[src/fmtc_defs.svh]
// Constants of the FM tuning control block: byte indices, bit fields,
// reset values and timing figures.
// Assumes one inclusion per file; the guard below tolerates more.
`ifndef FMTC_DEFS_SVH
`define FMTC_DEFS_SVH

// ****************************************
// Serial byte map
// ****************************************
`define FMTC_IDX_W 4
`define FMTC_REG_STATUS 4'h0
`define FMTC_REG_IFCOUNT 4'h1
`define FMTC_REG_TUNE_HIGH 4'h2
`define FMTC_REG_TUNE_LOW 4'h3
`define FMTC_REG_CTRL_ONE 4'h4
`define FMTC_REG_CTRL_TWO 4'h5
`define FMTC_REG_TEST_BITS 4'h6
`define FMTC_REG_TEST_SEL 4'h7

// ****************************************
// Bit fields
// ****************************************
`define FMTC_B_SEARCH 7
`define FMTC_B_SCAN_UP 6
`define FMTC_B_BAND 0
`define FMTC_B_LOCAL 1
`define FMTC_B_PERIOD 2
`define FMTC_B_AGC_OFF 3
`define FMTC_B_REF_EXT 4
`define FMTC_WORD_W 14
`define FMTC_IFC_W 7
`define FMTC_BYTE_RESET 8'h00

// ****************************************
// Timing
// ****************************************
`define FMTC_CLK_PS 5000
`define FMTC_T_LOCK_MIN_US 2000
`define FMTC_T_LOCK_MAX_US 10000
`define FMTC_T_SHORT_US 2000
`define FMTC_T_LONG_US 15600
// 64-bit product: microseconds times a million overflows a plain int
`define FMTC_CYC_UP(us) (((us) * 64'd1000000 + `FMTC_CLK_PS - 1) / `FMTC_CLK_PS)
`define FMTC_CYC_DN(us) (((us) * 64'd1000000) / `FMTC_CLK_PS)
`define FMTC_TMR_W 22
`define FMTC_DEV_ADDR 7'h11

`endif

[src/fmtc_pkg.sv]
// Types shared by the FM tuning control block.
// Assumes fmtc_defs.svh holds every number.
package fmtc_pkg;
	// Tuning sequence, Gray along idle-lock-count-update
	typedef enum logic [1:0] {
		TUNE_IDLE = 2'b00,
		TUNE_LOCK = 2'b01,
		TUNE_COUNT = 2'b11,
		TUNE_RDS = 2'b10
	} fmtc_tune_t;

	// Serial slave phases
	typedef enum logic [2:0] {
		SER_IDLE = 3'b000,
		SER_RX = 3'b001,
		SER_ACK = 3'b011,
		SER_TX = 3'b010,
		SER_RACK = 3'b110
	} fmtc_ser_t;
endpackage : fmtc_pkg

[src/fmtc_bus_if.sv]
// Byte access path between the serial slave and the control registers.
// Assumes both ends run on the same clock.
`timescale 1ns/1ps
`include "fmtc_defs.svh"

interface fmtc_bus_if;
	logic wr_stb;
	logic [`FMTC_IDX_W-1:0] idx;
	logic [7:0] wr_data;
	logic [7:0] rd_data;

	modport slave (output wr_stb, output idx, output wr_data,
		input rd_data);
	modport regs (input wr_stb, input idx, input wr_data,
		output rd_data);
endinterface : fmtc_bus_if

[src/fmtc_i2c.sv]
// Serial byte slave: address match, index byte, auto-increment access.
// Assumes scl and sda arrive already through two flip-flops.
`timescale 1ns/1ps
`include "fmtc_defs.svh"

module fmtc_i2c
	import fmtc_pkg::*;
(
	input wire logic clk, // System clock
	input wire logic rst_b, // Async reset, low
	input wire logic gate, // Bus enabled
	input wire logic scl_s, // Synchronised clock line
	input wire logic sda_s, // Synchronised data line
	output logic sda_oe, // Pull data line low
	fmtc_bus_if.slave bus // Register access
);
	fmtc_ser_t st, next_st;
	logic [3:0] bitc, next_bitc;
	logic [7:0] sh, next_sh;
	logic [`FMTC_IDX_W-1:0] idx, next_idx;
	logic scl_p, sda_p, rw, next_rw, aph, next_aph, ixp, next_ixp;
	logic next_oe, next_wr;
	logic rise, fall, start, stop;

	// ****************************************
	// Line events
	// ****************************************
	assign rise = scl_s & ~scl_p;
	assign fall = ~scl_s & scl_p;
	assign start = scl_s & scl_p & sda_p & ~sda_s;
	assign stop = scl_s & scl_p & ~sda_p & sda_s;
	assign bus.idx = idx;
	assign bus.wr_data = sh;

	// Next phase; gate low drops any transfer at once
	always_comb begin
		next_st = st;
		next_bitc = bitc;
		next_sh = sh;
		next_idx = idx;
		next_rw = rw;
		next_aph = aph;
		next_ixp = ixp;
		next_oe = sda_oe;
		next_wr = 1'b0;
		if (!gate || stop) begin
			next_st = SER_IDLE;
			next_oe = 1'b0;
		end else if (start) begin
			next_st = SER_RX;
			next_bitc = 4'h0;
			next_aph = 1'b1;
			next_oe = 1'b0;
		end else begin
			case (st)
				SER_RX: begin
					if (rise) begin
						next_sh = {sh[6:0], sda_s};
						next_bitc = bitc + 4'h1;
					end else if (fall && bitc == 4'h8) begin
						next_st = SER_ACK;
						next_oe = 1'b1;
						if (aph) begin
							next_rw = sh[0];
							next_ixp = ~sh[0];
							if (sh[7:1] != `FMTC_DEV_ADDR) begin
								next_st = SER_IDLE;
								next_oe = 1'b0;
							end
						end else if (ixp) begin
							next_idx = sh[`FMTC_IDX_W-1:0];
						end else begin
							next_wr = 1'b1;
						end
					end
				end
				SER_ACK: begin
					if (fall) begin
						next_bitc = 4'h0;
						next_aph = 1'b0;
						next_ixp = aph & ~rw; // Index byte follows addr+W
						if (!aph && !ixp)
							next_idx = idx + 1'b1;
						if (rw) begin
							next_st = SER_TX;
							next_sh = bus.rd_data;
							next_oe = ~bus.rd_data[7];
						end else begin
							next_st = SER_RX;
							next_oe = 1'b0;
						end
					end
				end
				SER_TX: begin
					if (fall) begin
						next_bitc = bitc + 4'h1;
						next_sh = {sh[6:0], 1'b0};
						next_oe = ~sh[6];
						if (bitc == 4'h7) begin
							next_st = SER_RACK;
							next_oe = 1'b0;
							next_idx = idx + 1'b1;
						end
					end
				end
				SER_RACK: begin
					// Master nack ends the read; wait for stop
					if (rise && sda_s)
						next_st = SER_IDLE;
					else if (fall) begin
						next_st = SER_TX;
						next_bitc = 4'h0;
						next_sh = bus.rd_data;
						next_oe = ~bus.rd_data[7];
					end
				end
				default: begin
					next_st = SER_IDLE;
				end
			endcase
		end
	end

	// Slave state registers
	always_ff @(posedge clk or negedge rst_b) begin
		if (!rst_b) begin
			st <= SER_IDLE;
			bitc <= 4'h0;
			sh <= 8'h00;
			idx <= `FMTC_REG_STATUS;
			rw <= 1'b0;
			aph <= 1'b0;
			ixp <= 1'b0;
			sda_oe <= 1'b0;
			bus.wr_stb <= 1'b0;
			scl_p <= 1'b1;
			sda_p <= 1'b1;
		end else begin
			st <= next_st;
			bitc <= next_bitc;
			sh <= next_sh;
			idx <= next_idx;
			rw <= next_rw;
			aph <= next_aph;
			ixp <= next_ixp;
			sda_oe <= next_oe;
			bus.wr_stb <= next_wr;
			scl_p <= scl_s;
			sda_p <= sda_s;
		end
	end
endmodule : fmtc_i2c

[src/fmtc_top.sv]
// FM tuning control: serial byte map, PLL retrigger and lock check,
// band/gain/AGC/reference selects and the free-running IF counter.
// Assumes the analog PLL, IF prescaler and search engine sit outside.
`timescale 1ns/1ps
`include "fmtc_defs.svh"

module fmtc_top
	import fmtc_pkg::*;
#(
	parameter int LOCK_MIN_US = `FMTC_T_LOCK_MIN_US,
	parameter int LOCK_MAX_US = `FMTC_T_LOCK_MAX_US,
	parameter int SHORT_US = `FMTC_T_SHORT_US,
	parameter int LONG_US = `FMTC_T_LONG_US,
	parameter logic [6:0] IF_WIN_LO = 7'h3C,
	parameter logic [6:0] IF_WIN_HI = 7'h44
)(
	input wire logic CLK, // 200 MHz system clock
	input wire logic RST_B, // Async reset, low
	input wire logic SERIAL_BUS_GATE, // Serial bus enable pin
	input wire logic SCL, // Serial clock pin
	input wire logic SDA_I, // Serial data pin level
	output logic SDA_O, // Serial data drive value
	output logic SDA_OE, // Serial data pull enable
	input wire logic XTAL_REF, // Crystal oscillator clock
	input wire logic EXTERNAL_REF_INPUT, // External reference clock
	input wire logic IF_IN, // Prescaled IF signal
	input wire logic PLL_LOCK_IN, // Raw PLL phase-lock level
	output logic REF_CLK_OUT, // Chosen 32.768 kHz reference
	output logic REF_SELECT_EXT, // External reference chosen
	output logic [13:0] PLL_DIVIDE, // Synthesizer divide word
	output logic PLL_RESTART, // One-cycle PLL retrigger
	output logic PLL_LOCK_FLAG, // Lock validated
	output logic SEARCH_RUN, // Autonomous search requested
	output logic SCAN_DIRECTION, // One is upward
	output logic BAND_SELECT, // One selects 76-90 MHz
	output logic LOCAL_GAIN_REDUCE, // LNA gain down 6 dB
	output logic RF_AGC_ENABLE, // Wideband AGC on
	output logic RDS_UPDATE, // One-cycle RDS update start
	output logic TUNE_BUSY, // Tuning cycle in progress
	output logic [6:0] IF_COUNT, // Latest IF count result
	output logic IF_FLAG // Count outside window
);
	localparam logic [21:0] LOCK_MIN_CYC = 22'(`FMTC_CYC_UP(LOCK_MIN_US));
	localparam logic [21:0] LOCK_MAX_CYC = 22'(`FMTC_CYC_DN(LOCK_MAX_US));
	localparam logic [21:0] SHORT_CYC = 22'(`FMTC_CYC_DN(SHORT_US));
	localparam logic [21:0] LONG_CYC = 22'(`FMTC_CYC_DN(LONG_US));

	fmtc_bus_if bus ();
	fmtc_tune_t st, next_st;
	logic [7:0] tune_word_high, tune_word_low, tuner_control_one;
	logic [7:0] tuner_control_two, test_bit_byte, test_select_byte;
	logic [7:0] next_high, next_low, next_one, next_two, next_tb, next_ts;
	logic [4:0] sy1, sy2; // First and second stages of the five pin synchronisers
	logic gate_s, scl_s, sda_s, xtal_s, ext_s;
	logic if_m, lock_m, if_s, if_p, lock_s;
	logic [21:0] tmr, next_tmr, per, next_per;
	logic [6:0] cnt, next_cnt, next_ifc;
	logic next_lock, next_flag, next_rds, next_restart, trig, short_sel;
	logic [13:0] next_div;

	// Byte index that restarts the PLL
	function automatic logic retrig(input logic [`FMTC_IDX_W-1:0] i);
		retrig = (i == `FMTC_REG_TUNE_HIGH) || (i == `FMTC_REG_TUNE_LOW) ||
			(i == `FMTC_REG_CTRL_ONE) || (i == `FMTC_REG_CTRL_TWO) ||
			(i == `FMTC_REG_TEST_BITS) || (i == `FMTC_REG_TEST_SEL);
	endfunction : retrig

	// ****************************************
	// Pin synchronisers
	// ****************************************
	// Two flops per pin; the second stage is read, and the IF pin also has a third flop, if_p, read for edges
	always_ff @(posedge CLK or negedge RST_B) begin
		if (!RST_B) begin
			sy1 <= 5'h1E;
			sy2 <= 5'h1E;
			{if_m, lock_m} <= 2'b00;
			{if_s, lock_s} <= 2'b00;
			if_p <= 1'b0;
		end else begin
			sy1 <= {SERIAL_BUS_GATE, SCL, SDA_I, XTAL_REF,
				EXTERNAL_REF_INPUT};
			sy2 <= sy1;
			{if_m, lock_m} <= {IF_IN, PLL_LOCK_IN};
			{if_s, lock_s} <= {if_m, lock_m};
			if_p <= if_s;
		end
	end
	assign {gate_s, scl_s, sda_s, xtal_s, ext_s} = sy2;

	// ****************************************
	// Serial slave
	// ****************************************
	fmtc_i2c u_ser (
		.clk(CLK),
		.rst_b(RST_B),
		.gate(gate_s),
		.scl_s(scl_s),
		.sda_s(sda_s),
		.sda_oe(SDA_OE),
		.bus(bus.slave)
	);
	assign SDA_O = 1'b0; // Open drain: only ever pulls low

	// Read-back of control bytes and own state
	always_comb begin
		bus.rd_data = `FMTC_BYTE_RESET;
		if (bus.idx == `FMTC_REG_STATUS)
			bus.rd_data = {PLL_LOCK_FLAG, IF_FLAG, TUNE_BUSY, 5'h00};
		else if (bus.idx == `FMTC_REG_IFCOUNT)
			bus.rd_data = {1'b0, IF_COUNT};
		else if (bus.idx == `FMTC_REG_TUNE_HIGH)
			bus.rd_data = tune_word_high;
		else if (bus.idx == `FMTC_REG_TUNE_LOW)
			bus.rd_data = tune_word_low;
		else if (bus.idx == `FMTC_REG_CTRL_ONE)
			bus.rd_data = tuner_control_one;
		else if (bus.idx == `FMTC_REG_CTRL_TWO)
			bus.rd_data = tuner_control_two;
		else if (bus.idx == `FMTC_REG_TEST_BITS)
			bus.rd_data = test_bit_byte;
		else if (bus.idx == `FMTC_REG_TEST_SEL)
			bus.rd_data = test_select_byte;
	end

	// ****************************************
	// Control bytes
	// ****************************************
	// Byte writes; status and count bytes are read only
	always_comb begin
		next_high = tune_word_high;
		next_low = tune_word_low;
		next_one = tuner_control_one;
		next_two = tuner_control_two;
		next_tb = test_bit_byte;
		next_ts = test_select_byte;
		if (bus.wr_stb) begin
			if (bus.idx == `FMTC_REG_TUNE_HIGH)
				next_high = bus.wr_data;
			else if (bus.idx == `FMTC_REG_TUNE_LOW)
				next_low = bus.wr_data;
			else if (bus.idx == `FMTC_REG_CTRL_ONE)
				next_one = bus.wr_data;
			else if (bus.idx == `FMTC_REG_CTRL_TWO)
				next_two = bus.wr_data;
			else if (bus.idx == `FMTC_REG_TEST_BITS)
				next_tb = bus.wr_data;
			else if (bus.idx == `FMTC_REG_TEST_SEL)
				next_ts = bus.wr_data;
		end
	end

	always_ff @(posedge CLK or negedge RST_B) begin
		if (!RST_B) begin
			tune_word_high <= `FMTC_BYTE_RESET;
			tune_word_low <= `FMTC_BYTE_RESET;
			tuner_control_one <= `FMTC_BYTE_RESET; // AGC-off bit clear
			tuner_control_two <= `FMTC_BYTE_RESET;
			test_bit_byte <= `FMTC_BYTE_RESET;
			test_select_byte <= `FMTC_BYTE_RESET;
		end else begin
			tune_word_high <= next_high;
			tune_word_low <= next_low;
			tuner_control_one <= next_one;
			tuner_control_two <= next_two;
			test_bit_byte <= next_tb;
			test_select_byte <= next_ts;
		end
	end

	// Selects taken straight from the control bytes; search run is also gated by busy
	assign BAND_SELECT = tuner_control_one[`FMTC_B_BAND];
	assign LOCAL_GAIN_REDUCE = tuner_control_one[`FMTC_B_LOCAL];
	assign RF_AGC_ENABLE = ~tuner_control_one[`FMTC_B_AGC_OFF];
	assign REF_SELECT_EXT = tuner_control_one[`FMTC_B_REF_EXT];
	assign REF_CLK_OUT = REF_SELECT_EXT ? ext_s : xtal_s;
	assign SEARCH_RUN = tune_word_high[`FMTC_B_SEARCH] & TUNE_BUSY;
	assign SCAN_DIRECTION = tune_word_high[`FMTC_B_SCAN_UP];
	assign short_sel = tuner_control_one[`FMTC_B_PERIOD];
	assign trig = bus.wr_stb & retrig(bus.idx);
	assign TUNE_BUSY = (st != TUNE_IDLE);

	// ****************************************
	// Tuning sequence
	// ****************************************
	// Retrigger, lock check, one count period, optional RDS update
	always_comb begin
		next_st = st;
		next_tmr = tmr + 22'h1;
		next_lock = PLL_LOCK_FLAG;
		next_rds = 1'b0;
		next_restart = 1'b0;
		next_div = PLL_DIVIDE;
		if (trig) begin
			// New tuning drops any old lock, even one just found
			next_st = TUNE_LOCK;
			next_tmr = 22'h0;
			next_lock = 1'b0;
			next_restart = 1'b1;
			next_div = {next_high[5:0], next_low};
		end else begin
			case (st)
				TUNE_LOCK: begin
					// Lock counts only after the shortest settle time
					if (tmr >= LOCK_MIN_CYC && lock_s) begin
						next_lock = 1'b1;
						next_st = TUNE_COUNT;
						next_tmr = 22'h0;
					end else if (tmr >= LOCK_MAX_CYC) begin
						next_st = TUNE_IDLE;
					end
				end
				TUNE_COUNT: begin
					// One full count period checks the new channel
					if (per == 22'h0 && tmr != 22'h0) begin
						if (short_sel && !tune_word_high[`FMTC_B_SEARCH]) begin
							next_st = TUNE_RDS;
							next_rds = 1'b1;
						end else begin
							next_st = TUNE_IDLE;
						end
					end
				end
				TUNE_RDS: begin
					// Update pulse stands here, so busy covers it
					next_st = TUNE_IDLE;
				end
				default: begin
					next_tmr = tmr;
				end
			endcase
		end
	end

	always_ff @(posedge CLK or negedge RST_B) begin
		if (!RST_B) begin
			st <= TUNE_IDLE;
			tmr <= 22'h0;
			PLL_LOCK_FLAG <= 1'b0;
			RDS_UPDATE <= 1'b0;
			PLL_RESTART <= 1'b0;
			PLL_DIVIDE <= 14'h0000;
		end else begin
			st <= next_st;
			tmr <= next_tmr;
			PLL_LOCK_FLAG <= next_lock;
			RDS_UPDATE <= next_rds;
			PLL_RESTART <= next_restart;
			PLL_DIVIDE <= next_div;
		end
	end

	// ****************************************
	// IF counter
	// ****************************************
	// Free-running gate; short period only inside a tuning cycle
	always_comb begin
		next_per = per - 22'h1;
		next_cnt = cnt;
		next_ifc = IF_COUNT;
		next_flag = IF_FLAG;
		if (if_s && !if_p)
			next_cnt = cnt + 7'h1; // Wraps: result is count mod 128
		if (trig) begin
			// Restart the gate so the first result is whole
			next_per = (short_sel ? SHORT_CYC : LONG_CYC) - 22'h1;
			next_cnt = 7'h00;
		end else if (per == 22'h0) begin
			next_ifc = next_cnt;
			next_flag = (next_cnt < IF_WIN_LO) || (next_cnt > IF_WIN_HI);
			next_cnt = 7'h00;
			if (st == TUNE_LOCK || st == TUNE_COUNT)
				next_per = (short_sel ? SHORT_CYC : LONG_CYC) - 22'h1;
			else
				next_per = LONG_CYC - 22'h1;
		end
	end

	always_ff @(posedge CLK or negedge RST_B) begin
		if (!RST_B) begin
			per <= 22'h0;
			cnt <= 7'h00;
			IF_COUNT <= 7'h00;
			IF_FLAG <= 1'b0;
		end else begin
			per <= next_per;
			cnt <= next_cnt;
			IF_COUNT <= next_ifc;
			IF_FLAG <= next_flag;
		end
	end
endmodule : fmtc_top

[config.mk]
export PLATFORM = sky130hd
export DESIGN_NAME = fmtc_top
export DESIGN_NICKNAME = d
export VERILOG_FILES = /design/src/fmtc_pkg.sv /design/src/fmtc_bus_if.sv /design/src/fmtc_i2c.sv /design/src/fmtc_top.sv
export VERILOG_INCLUDE_DIRS = /design/src
export SDC_FILE = /design/constraint.sdc
export NUM_CORES = 1
export LEC_CHECK = 0
export ABC_CLOCK_PERIOD_IN_PS = 4400
export BUFFER_PORTS_ARGS = -buffer_cell sky130_fd_sc_hd__buf_2
export CORE_MARGIN = 1
export CORE_UTILIZATION = 49
export CTS_CLUSTER_DIAMETER = 50
export CTS_CLUSTER_SIZE = 40
export DETAILED_ROUTE_END_ITERATION = 10
export PLACE_DENSITY_LB_ADDON = 0.25
export SKIP_LAST_GASP = 1
export SYNTH_ARGS = -nofsm -noshare
export SYNTH_HDL_FRONTEND = slang
export SYNTH_SLANG_ARGS = --single-unit
[constraint.sdc]
create_clock -name CLK -period 4.4 [get_ports CLK]
set_input_delay 0.88 -clock CLK [delete_from_list [all_inputs] [get_ports CLK]]
set_output_delay 0.88 -clock CLK [all_outputs]
set_load 0.05 [all_outputs]
==> out/qor.txt, run 1 <==
adder and majority gate portion of the synthesized area: 1.50%
Synth top area share: 47.0%
mux share of post-synthesis cell area: 6.99%
Hold Startpoint: lock_m
Max-cap violations: 0
DR WL/cell: 17.5 µm
Syn Inst Count: 852
Fin. Hold Viols: 0
# port buffers: 42
largest net degree at the start of global routing: 95
gr ovfl total: 0
Layout area overhead: 11.3%
Die Ht: 133 µm
critical path arrival: 3.51 ns
htree depth: 4
Worst Setup Slack, final: 1.25 ns
# IOs: 44
clock skew: 0.0109 ns
layout cell share with drive strength beyond 1: 18.4%
Synth area leader: dfrtp_1
top-count cell post-synth: dfrtp_1
post-layout net count: 896
GPL Wtd Cong: 0.891
syn_nets: 871
worst slack at placement: 1.30 ns
outcome: completed
Setup crit start: u_ser.bus.idx[1]
DRT iter0 DRCs: 492
max-slew violation count: 0
Tot GR Track Use: 23.1%
Achievable Freq: 318 MHz
first-pass GRT wire length: 31.9 mm
clock period minus worst slack: 3.15 ns
number of antenna diodes: 0
max_slew headroom: 23.6%
number of global-route vias before repair: 6086
Placeable Area: 16600 µm²
Max IR drop VDD: 0.000346 V
Tightest Pin Transition: 1.15 ns
dominant synthesized flop cell: dfrtp_1
Seq. cell area: 4190 µm²
final wirelength: 19.4 mm
Setup CP Type: reg2reg
Pwr Density: 429 nW/µm²
CTS sink count: 167
Startpoint Class: flop
post-synthesis sequential area ratio: 50.1%
final cell count without fillers: 1110
largest family of logic cells by synthesized area: simple AND/OR/NAND/NOR gates
cell area after synthesis: 8360 µm²
delay-heaviest family, CP: compound AO/OA/AOI/OAI gates
Clock Path Buffers: 2
Hold Slack: 0.353 ns
antenna violations before repair: 0
Yosys cell types: 71
number of synthesized flops with an enable pin: 0
unrepaired setup endpoints after global routing: false
slowest cell on the critical path: o2111ai_1
CTS Buf Count: 17
Placed Cells: 1078
worst min-delay path class: reg2reg
Clock Pin Slew Worst Setup and Hold Paths: 0.07 ns
count of final setup violators: 0
vias per std cell: 5.79
FF+latch count, synth: 167
cts repair resizes: 0
FILL cells: 1427
Die X: 133 µm
die footprint: 17600 µm²
CP Data Required Time: 4.76 ns
Setup TNS Final: 0 ns
XOR/XNOR Fraction of Synth Area: 3.66%
vias: 6428
initial core utilization: 50.3%
warnings from Yosys: 0
compound-cell area share of the yosys netlist: 13.5%
CTS Hold Bufs: 0
TritonCTS clock tree: done
critical path fanouts, max: 29
DRT Pass-1 Iters: 4
Worst Path Buf+Inv: 4
number of setup buffers added after CTS: 0
antenna-violating nets left: 0
Tcrit/Tclk final: 71.6%
Post-synth top cells: dfrtp_1, nand2_1, nor2_1
Multi-input gate area: 3870 µm²
DRC errors left: 0
Synth async-reset ratio: 100%
Leak: 4.09 nW
crit-path cells: inv_1 > ha_1 > buf_4 > o21ai_0 > a21o_1 > buf_4 > inv_1 > o2111ai_1 > o21ai_0 > a21oi_1
reg2reg start: u_ser.bus.idx[1]
Crit. End Element: flop
syn avg cell area: 9.82 µm²
slowest stage delay, CP: 0.92 ns
CTS root buf: clkbuf_16
clk_lat worst skew: 0.44 ns
synth top area cells: dfrtp_1, mux2_2, nand2_1
DP HPWL: 13.2 mm
Synth Area in Simple Gates: 20.5%
num rows: 47
==> kinds of logic after synthesis <==
kind of cell / after synthesis
compound gates: 172
xor+xnor: 35
fa+ha+maj: 10
buf+inv: 78
flops: 167
mux: 52
other cells: 1
simple gates: 337
==> flip-flops by register name, summed over array words and instances (netlist names), 7 cells and up <==
| register | count |
|---|---|
| IF_COUNT | 7 |
| PLL_DIVIDE | 14 |
| cnt | 7 |
| per | 22 |
| test_bit_byte | 8 |
| test_select_byte | 8 |
| tmr | 22 |
| tune_word_high | 8 |
| tune_word_low | 8 |
| tuner_control_one | 8 |
| tuner_control_two | 8 |
| u_ser.bus.wr_data | 8 |
==> path summary, 6_finish.rpt <==
check | endpoint | slack [ns] | cells after the start
max | tmr[13] | 1.25 | 10
min | lock_s | 0.35 | 0
max reg2reg | tmr[13] | 1.25 | 10
min reg2reg | lock_s | 0.35 | 0
max in group asynchronous | tmr[18] | 2.99 | 2
min in group asynchronous | cnt[0] | 0.52 | 1
==> final cells by class <==
class	count	share of cell area, %
Inverter	28	1.13
Clock inverter	15	1.32
Timing Repair Buffer	56	3.45
Sequential cell	167	45.0
Tap cell	220	2.96
Clock buffer	17	4.57
Multi-Input combinational cell	607	41.5
==> metrics by stage <==
step	power [W]	util, %	area [µm²]
2_1_floorplan	0.00237	-	8360
3_3_place_gp	0.00260	52.6	8760
3_5_place_dp	0.00261	52.6	8760
4_1_cts	0.00400	55.9	9310
5_1_grt	0.00418	55.9	9310
6_report	0.00399	55.9	9310
==> placed cells by master (no fill, tap or decap), types with 5 or more instances in the layout <==
cell	netlist	routed
dfrtp_1	157	157
nand2_1	111	111
nor2_1	66	66
mux2_2	51	51
o21ai_0	44	43
buf_2	2	41
a21oi_1	37	37
inv_1	28	28
nand3_1	26	26
xnor2_1	19	19
nor3_1	17	17
clkbuf_16	0	17
xor2_1	16	16
a31oi_1	15	15
or3_1	15	15
buf_4	1	14
nand2b_1	12	12
nand4_1	12	12
nor2b_1	12	12
nor4_1	11	11
nand3b_1	10	10
o31ai_1	10	10
ha_1	10	10
dfstp_2	10	10
or4_1	8	8
a221oi_1	7	7
o21a_1	6	6
and3_1	5	5
nand4b_1	5	5
and2_1	5	5
o2111ai_1	5	5
clkinv_4	0	5
==> worst register-to-register path: stages, from the launching register on <==
cell,delay [ns]
dfrtp_1,0.41
inv_1,0.08
ha_1,0.19
buf_4,0.23
o21ai_0,0.30
a21o_1,0.16
buf_4,0.29
inv_1,0.10
o2111ai_1,0.92
o21ai_0,0.22
a21oi_1,0.17
==> power breakdown <==
part           total, W  switching [W]  internal [W]
sequential      0.00186       0.000223       0.00164
combinational  0.000739       0.000444      0.000295
clock           0.00139       0.000659      0.000733
total           0.00399        0.00133       0.00267
==> routing by layer <==
layer	vias up	wire length [µm]	global-route usage, %
met2	129	9160	35.8
met1	3180	9180	32.2
li1	3091	-	-
met3	28	705	4.41
met4	0	402	8.94
met5	-	0	0
Power figures use the tool's default switching activity.
==> inputs of run 2 (changes only) <==
ABC_CLOCK_PERIOD_IN_PS = 2900   (was 4400)
clock period = 2.9 ns   (was 4.4 ns; I/O delays follow)
==> run 2 against run 1 <==
- sequential power grew 50%
- count of clock-buffer cells in the layout grew 1
- wire length grew 0.71%
- non-clock buffer count grew 11
- critical path depth shrank 6
- sequential share of layout area shrank 1.1 points
- largest power group unchanged
- via count grew 1.7%
- die area is the same
- largest cell class unchanged
- cell count grew 0.99%
- worst hold slack lost 0.27 ns
- highest routed layer unchanged
- first-iteration DRC count grew 2.2%
- global-route usage grew 0.33 points
==> out/qor.txt, run 2 (synthesis gave the netlist of run 1 again) <==
worst slack at placement: 0.582 ns
CTS sink count: 167
Startpoint Class: flop
Layout area overhead: 14.1%
clock period minus worst slack: 2.57 ns
count of final setup violators: 0
antenna-violating nets left: 0
# IOs: 44
gr ovfl total: 0
initial core utilization: 50.3%
DRT iter0 DRCs: 503
critical path fanouts, max: 8
vias per std cell: 5.83
final wirelength: 19.6 mm
highest routed metal layer: met4
first-pass GRT wire length: 32.3 mm
Pwr Density: 685 nW/µm²
DR WL/cell: 17.5 µm
Die X: 133 µm
post-layout net count: 907
WL met3: 816 µm
post-route cell area: 9540 µm²
internal power: 0.00454 W
worst min-delay path class: in2async
Fin. Hold Viols: 0
CTS Hold Bufs: 0
Post-DP Area: 8880 µm²
R2R depth: 6
cts repair resizes: 0
die footprint: 17600 µm²
Top Registers: per (22), tmr (22), PLL_DIVIDE (14)
Max-cap violations: 0
Leak: 4.21 nW
Tot GR Track Use: 23.4%
Crit. End Element: output port
unrepaired setup endpoints after global routing: false
CTS root buf: clkbuf_16
DRT Pass-1 Iters: 6
TritonCTS clock tree: done
Tcrit/Tclk final: 88.8%
net switching power: 0.00199 W
Setup TNS Final: 0 ns
vias: 6538
layout cell share with drive strength beyond 1: 19.4%
Achievable Freq: 388 MHz
htree depth: 4
# port buffers: 42
outcome: completed
wire length on met2: 9.41 mm
clock network fraction of total power: 38.7%
clk_lat worst skew: 0.43 ns
Die Ht: 133 µm
Core Util, Final: 57.3%
DRC errors left: 0
critical path arrival: 1.99 ns
antenna violations before repair: 0
sequential cell fraction of total power: 42.7%
Setup CP Type: reg2out
GPL Wtd Cong: 0.894
max-slew violation count: 0
CTS Buf Count: 17
Clock Pin Slew Worst Setup and Hold Paths: 0.07 ns
num rows: 47
Placeable Area: 16600 µm²
clock skew: 0.00860 ns
number of antenna diodes: 0
largest net degree at the start of global routing: 57
Placed Cells: 1089
CP Data Required Time: 2.32 ns
number of setup buffers added after CTS: 0
DP HPWL: 13.6 mm
number of global-route vias before repair: 6234
Comb pwr share: 18.6%
switching fraction of total power: 30.4%
max_slew headroom: 44.1%
met1 WL: 9.08 mm
Clock Path Buffers: 2
most frequent cells in the layout: dfrtp_1, nand2_1, nor2_1
Tightest Pin Transition: 0.833 ns
final cell count without fillers: 1121
Worst Setup Slack, final: 0.326 ns
Max IR drop VDD: 0.000482 V
commonest non-fill, non-tap cell in the layout: dfrtp_1
run 2: cell types whose count changed in the layout (fill, tap and decap cells not counted), sizes merged:
cell,change
clkbuf,+1
buf,+11
inv,-4
clkinvlp,-1
clkinv,-1
bufinv,+5
run 2: cell type report:
class,count,area (µm²)
Fill cell,1430,7100
Sequential cell,167,4190
Multi-Input combinational cell,607,3870
Timing Repair Buffer,67,442
Clock buffer,18,439
Tap cell,220,275
Clock inverter,14,223
Inverter,28,105
run 2: critical path, cell delays in order, from the launching register on:
cell	delay (ns)
dfrtp_1	0.47
nor2_1	0.51
inv_1	0.20
and2_1	0.20
buf_2	0.20
run 2: final timing paths:
path	start	endpoint	slack (ns)
worst min-delay path	RST_B	cnt[2]	0.09
worst max-delay path	st[0]	SEARCH_RUN	0.33
worst min register to register	lock_m	lock_s	0.35
max in group asynchronous	RST_B	tmr[10]	2.12
min in group CLK	SDA_I	sy1[2]	0.25
worst max register to register	per[5]	IF_COUNT[3]	0.54
run 2: power groups by stage:
stage / Clock (W) / Sequential (W) / Combinational (W)
after floorplan: 0 / 0.00263 / 0.000960
after global placement: 0 / 0.00282 / 0.00120
after detailed placement: 0 / 0.00283 / 0.00120
after CTS: 0.00256 / 0.00278 / 0.00121
after global routing: 0.00265 / 0.00282 / 0.00134
final: 0.00253 / 0.00279 / 0.00122
run 2: routing by layer:
layer / vias up / global-route usage (%)
met5: - / 0
met4: 0 / 7.22
met3: 24 / 4.67
met2: 148 / 37.4
met1: 3256 / 32.3
li1: 3110 / -
run 2: metrics by stage:
step                total power, W  hold slack [ns]
floorplan                  0.00359            0.284
global placement           0.00402            0.335
detailed placement         0.00403            0.336
CTS                        0.00656            0.106
global route               0.00681            0.114
finish                     0.00653           0.0859
==> inputs of run 3 (changes only) <==
ABC_AREA = 1   (was default)
==> run 3 against run 2 <==
- the flow now finishes with violations (design-rule violations)
- fmax rose by 11%
- sequential share of layout area fell by 0.35 points
- count of clock-buffer cells in the layout fell by 1
- power fell by 3.7%
- cell count rose by 27%
- clock power fell by 8%
- critical path type is now reg2reg
- largest cell class unchanged
- largest power group unchanged
- highest routed layer unchanged
==> out/qor.txt, run 3 <==
Fin. Hold Viols: 0
internal power: 0.00419 W
Multi-input gate area: 3710 µm²
number of setup buffers added after CTS: 0
DR WL/cell: 14.1 µm
Comb pwr share: 20.6%
warnings from Yosys: 0
num rows: 48
DRT iter0 DRCs: 559
FILL cells: 1690
Yosys cell types: 41
Max-cap violations: 0
DRT Pass-1 Iters: 8
adder and majority gate portion of the synthesized area: 1.46%
antenna-violating nets left: 0
TritonCTS clock tree: done
final wirelength: 20.1 mm
Pwr Total: 0.00629 W
Seq. cell area: 4190 µm²
Synth area leader: dfrtp_1
outcome: finished with violations
Achievable Freq: 431 MHz
Clock Pin Slew Worst Setup and Hold Paths: 0.07 ns
CTS Buf Count: 17
syn avg cell area: 7.55 µm²
Top Registers: per (22), tmr (22), PLL_DIVIDE (14)
post-synthesis sequential area ratio: 48.8%
top-count cell post-synth: nand2_1
clock network fraction of total power: 37.2%
htree depth: 4
Die Ht: 134 µm
Placed Cells: 1388
CTS root buf: clkbuf_16
Startpoint Class: flop
DP HPWL: 14.2 mm
FF+latch count, synth: 167
Syn Inst Count: 1137
Setup TNS Final: 0 ns
net switching power: 0.00210 W
cts repair resizes: 0
Synth top area share: 45.8%
clock skew: 0.00668 ns
Clock Path Buffers: 2
compound-cell area share of the yosys netlist: 8.63%
number of synthesized flops with an enable pin: 0
DRC errors left: 1
number of global-route vias before repair: 6826
clock period minus worst slack: 2.32 ns
gr ovfl total: 0
commonest non-fill, non-tap cell in the layout: nand2_1
vias per std cell: 5.09
mux share of post-synthesis cell area: 0%
CTS Hold Bufs: 0
critical path arrival: 2.69 ns
vias: 7233
Leak: 5.00 nW
largest net degree at the start of global routing: 70
initial core utilization: 50.0%
die footprint: 18000 µm²
first-pass GRT wire length: 34.1 mm
XOR/XNOR Fraction of Synth Area: 2.25%
switching fraction of total power: 33.4%
unrepaired setup endpoints after global routing: false
Max IR drop VDD: 0.000503 V
post-route cell area: 9620 µm²
GPL Wtd Cong: 0.936
# IOs: 44
R2R depth: 12
Tot GR Track Use: 24.1%
Die X: 134 µm
critical path fanouts, max: 32
most frequent cells in the layout: nand2_1, dfrtp_1, nor2_1
layout cell share with drive strength beyond 1: 10.0%
# port buffers: 42
synth top area cells: dfrtp_1, nand2_1, nor2_1
Layout area overhead: 12.1%
Pwr Density: 654 nW/µm²
dominant synthesized flop cell: dfrtp_1
CP Data Required Time: 3.27 ns
number of antenna diodes: 0
Post-DP Area: 9010 µm²
failing checks: design-rule violations
cell area after synthesis: 8580 µm²
max_slew headroom: 53.3%
Synth async-reset ratio: 100%
antenna violations before repair: 0
clk_lat worst skew: 0.43 ns
count of final setup violators: 0
sequential cell fraction of total power: 42.2%
Synth Area in Simple Gates: 30.8%
Post-synth top cells: nand2_1, dfrtp_1, nor2_1
Setup CP Type: reg2reg
CTS sink count: 167
Crit. End Element: flop
largest family of logic cells by synthesized area: simple AND/OR/NAND/NOR gates
max-slew violation count: 0
worst min-delay path class: in2async
Tightest Pin Transition: 0.701 ns
syn_nets: 1156
post-layout net count: 1201
Tcrit/Tclk final: 80.1%
Hold Slack: 0.164 ns
Placeable Area: 17200 µm²
final cell count without fillers: 1420
run 3: kinds of logic after synthesis:
| logic type | after synthesis |
|---|---|
| buf+inv | 168 |
| xor+xnor | 22 |
| compound gates | 140 |
| flops | 167 |
| simple gates | 629 |
| fa+ha+maj | 10 |
| other cells | 1 |
run 3: critical path, stage by stage, from the launching register on:
cell and delay [ns]:
dfrtp_1 0.43, inv_1 0.12, ha_1 0.36, nand2_4 0.15, nand2_2 0.12, nor3_2 0.04, nand2_1 0.10, nand2_4 0.10
nand2_4 0.30, inv_1 0.18, o21ai_0 0.19, nand2_1 0.06, nor2_1 0.08
run 3: power groups by stage:
stage	clock, W	combinational (W)	sequential (W)
final	0.00234	0.00130	0.00266
after global routing	0.00248	0.00147	0.00268
after global placement	0	0.00126	0.00269
after CTS	0.00238	0.00129	0.00265
after detailed placement	0	0.00128	0.00270
after floorplan	0	0.000897	0.00268
run 3: metrics by stage:
stage	setup slack (ns)	util (%)
4_1_cts	0.610	56.0
6_report	0.577	56.0
3_3_place_gp	0.706	52.5
5_1_grt	0.322	56.0
3_5_place_dp	0.615	52.5
2_1_floorplan	1.06	-
run 3: path summary, 6_finish.rpt:
kind                             startpoint          endpoint  slack, ns
setup / recovery           u_ser.bus.idx[0]            tmr[3]       0.58
hold / removal                        RST_B  test_bit_byte[2]       0.16
setup reg to reg           u_ser.bus.idx[0]            tmr[3]       0.58
hold reg to reg                        if_m              if_s       0.35
max in group asynchronous             RST_B            sy2[1]       2.04
min in group CLK                        SCL            sy1[3]       0.24
run 3: final cells by class:
class	instances	share of cell area, %
sequential	167	43.6
multi-input combinational	802	38.5
inverter	147	5.74
clock buffer	17	4.42
tap	225	2.93
timing repair buffer	47	2.90
clock inverter	15	1.91
run 3: metal layers:
metal	global-route usage, %	wire length (µm)	share of wire (%)	up-vias
li1	-	-	-	3678
met4	7.37	254	1.3	0
met3	4.69	805	4.0	25
met2	36.7	9070	45	144
met1	34.6	9940	50	3386
met5	0	0	0	-
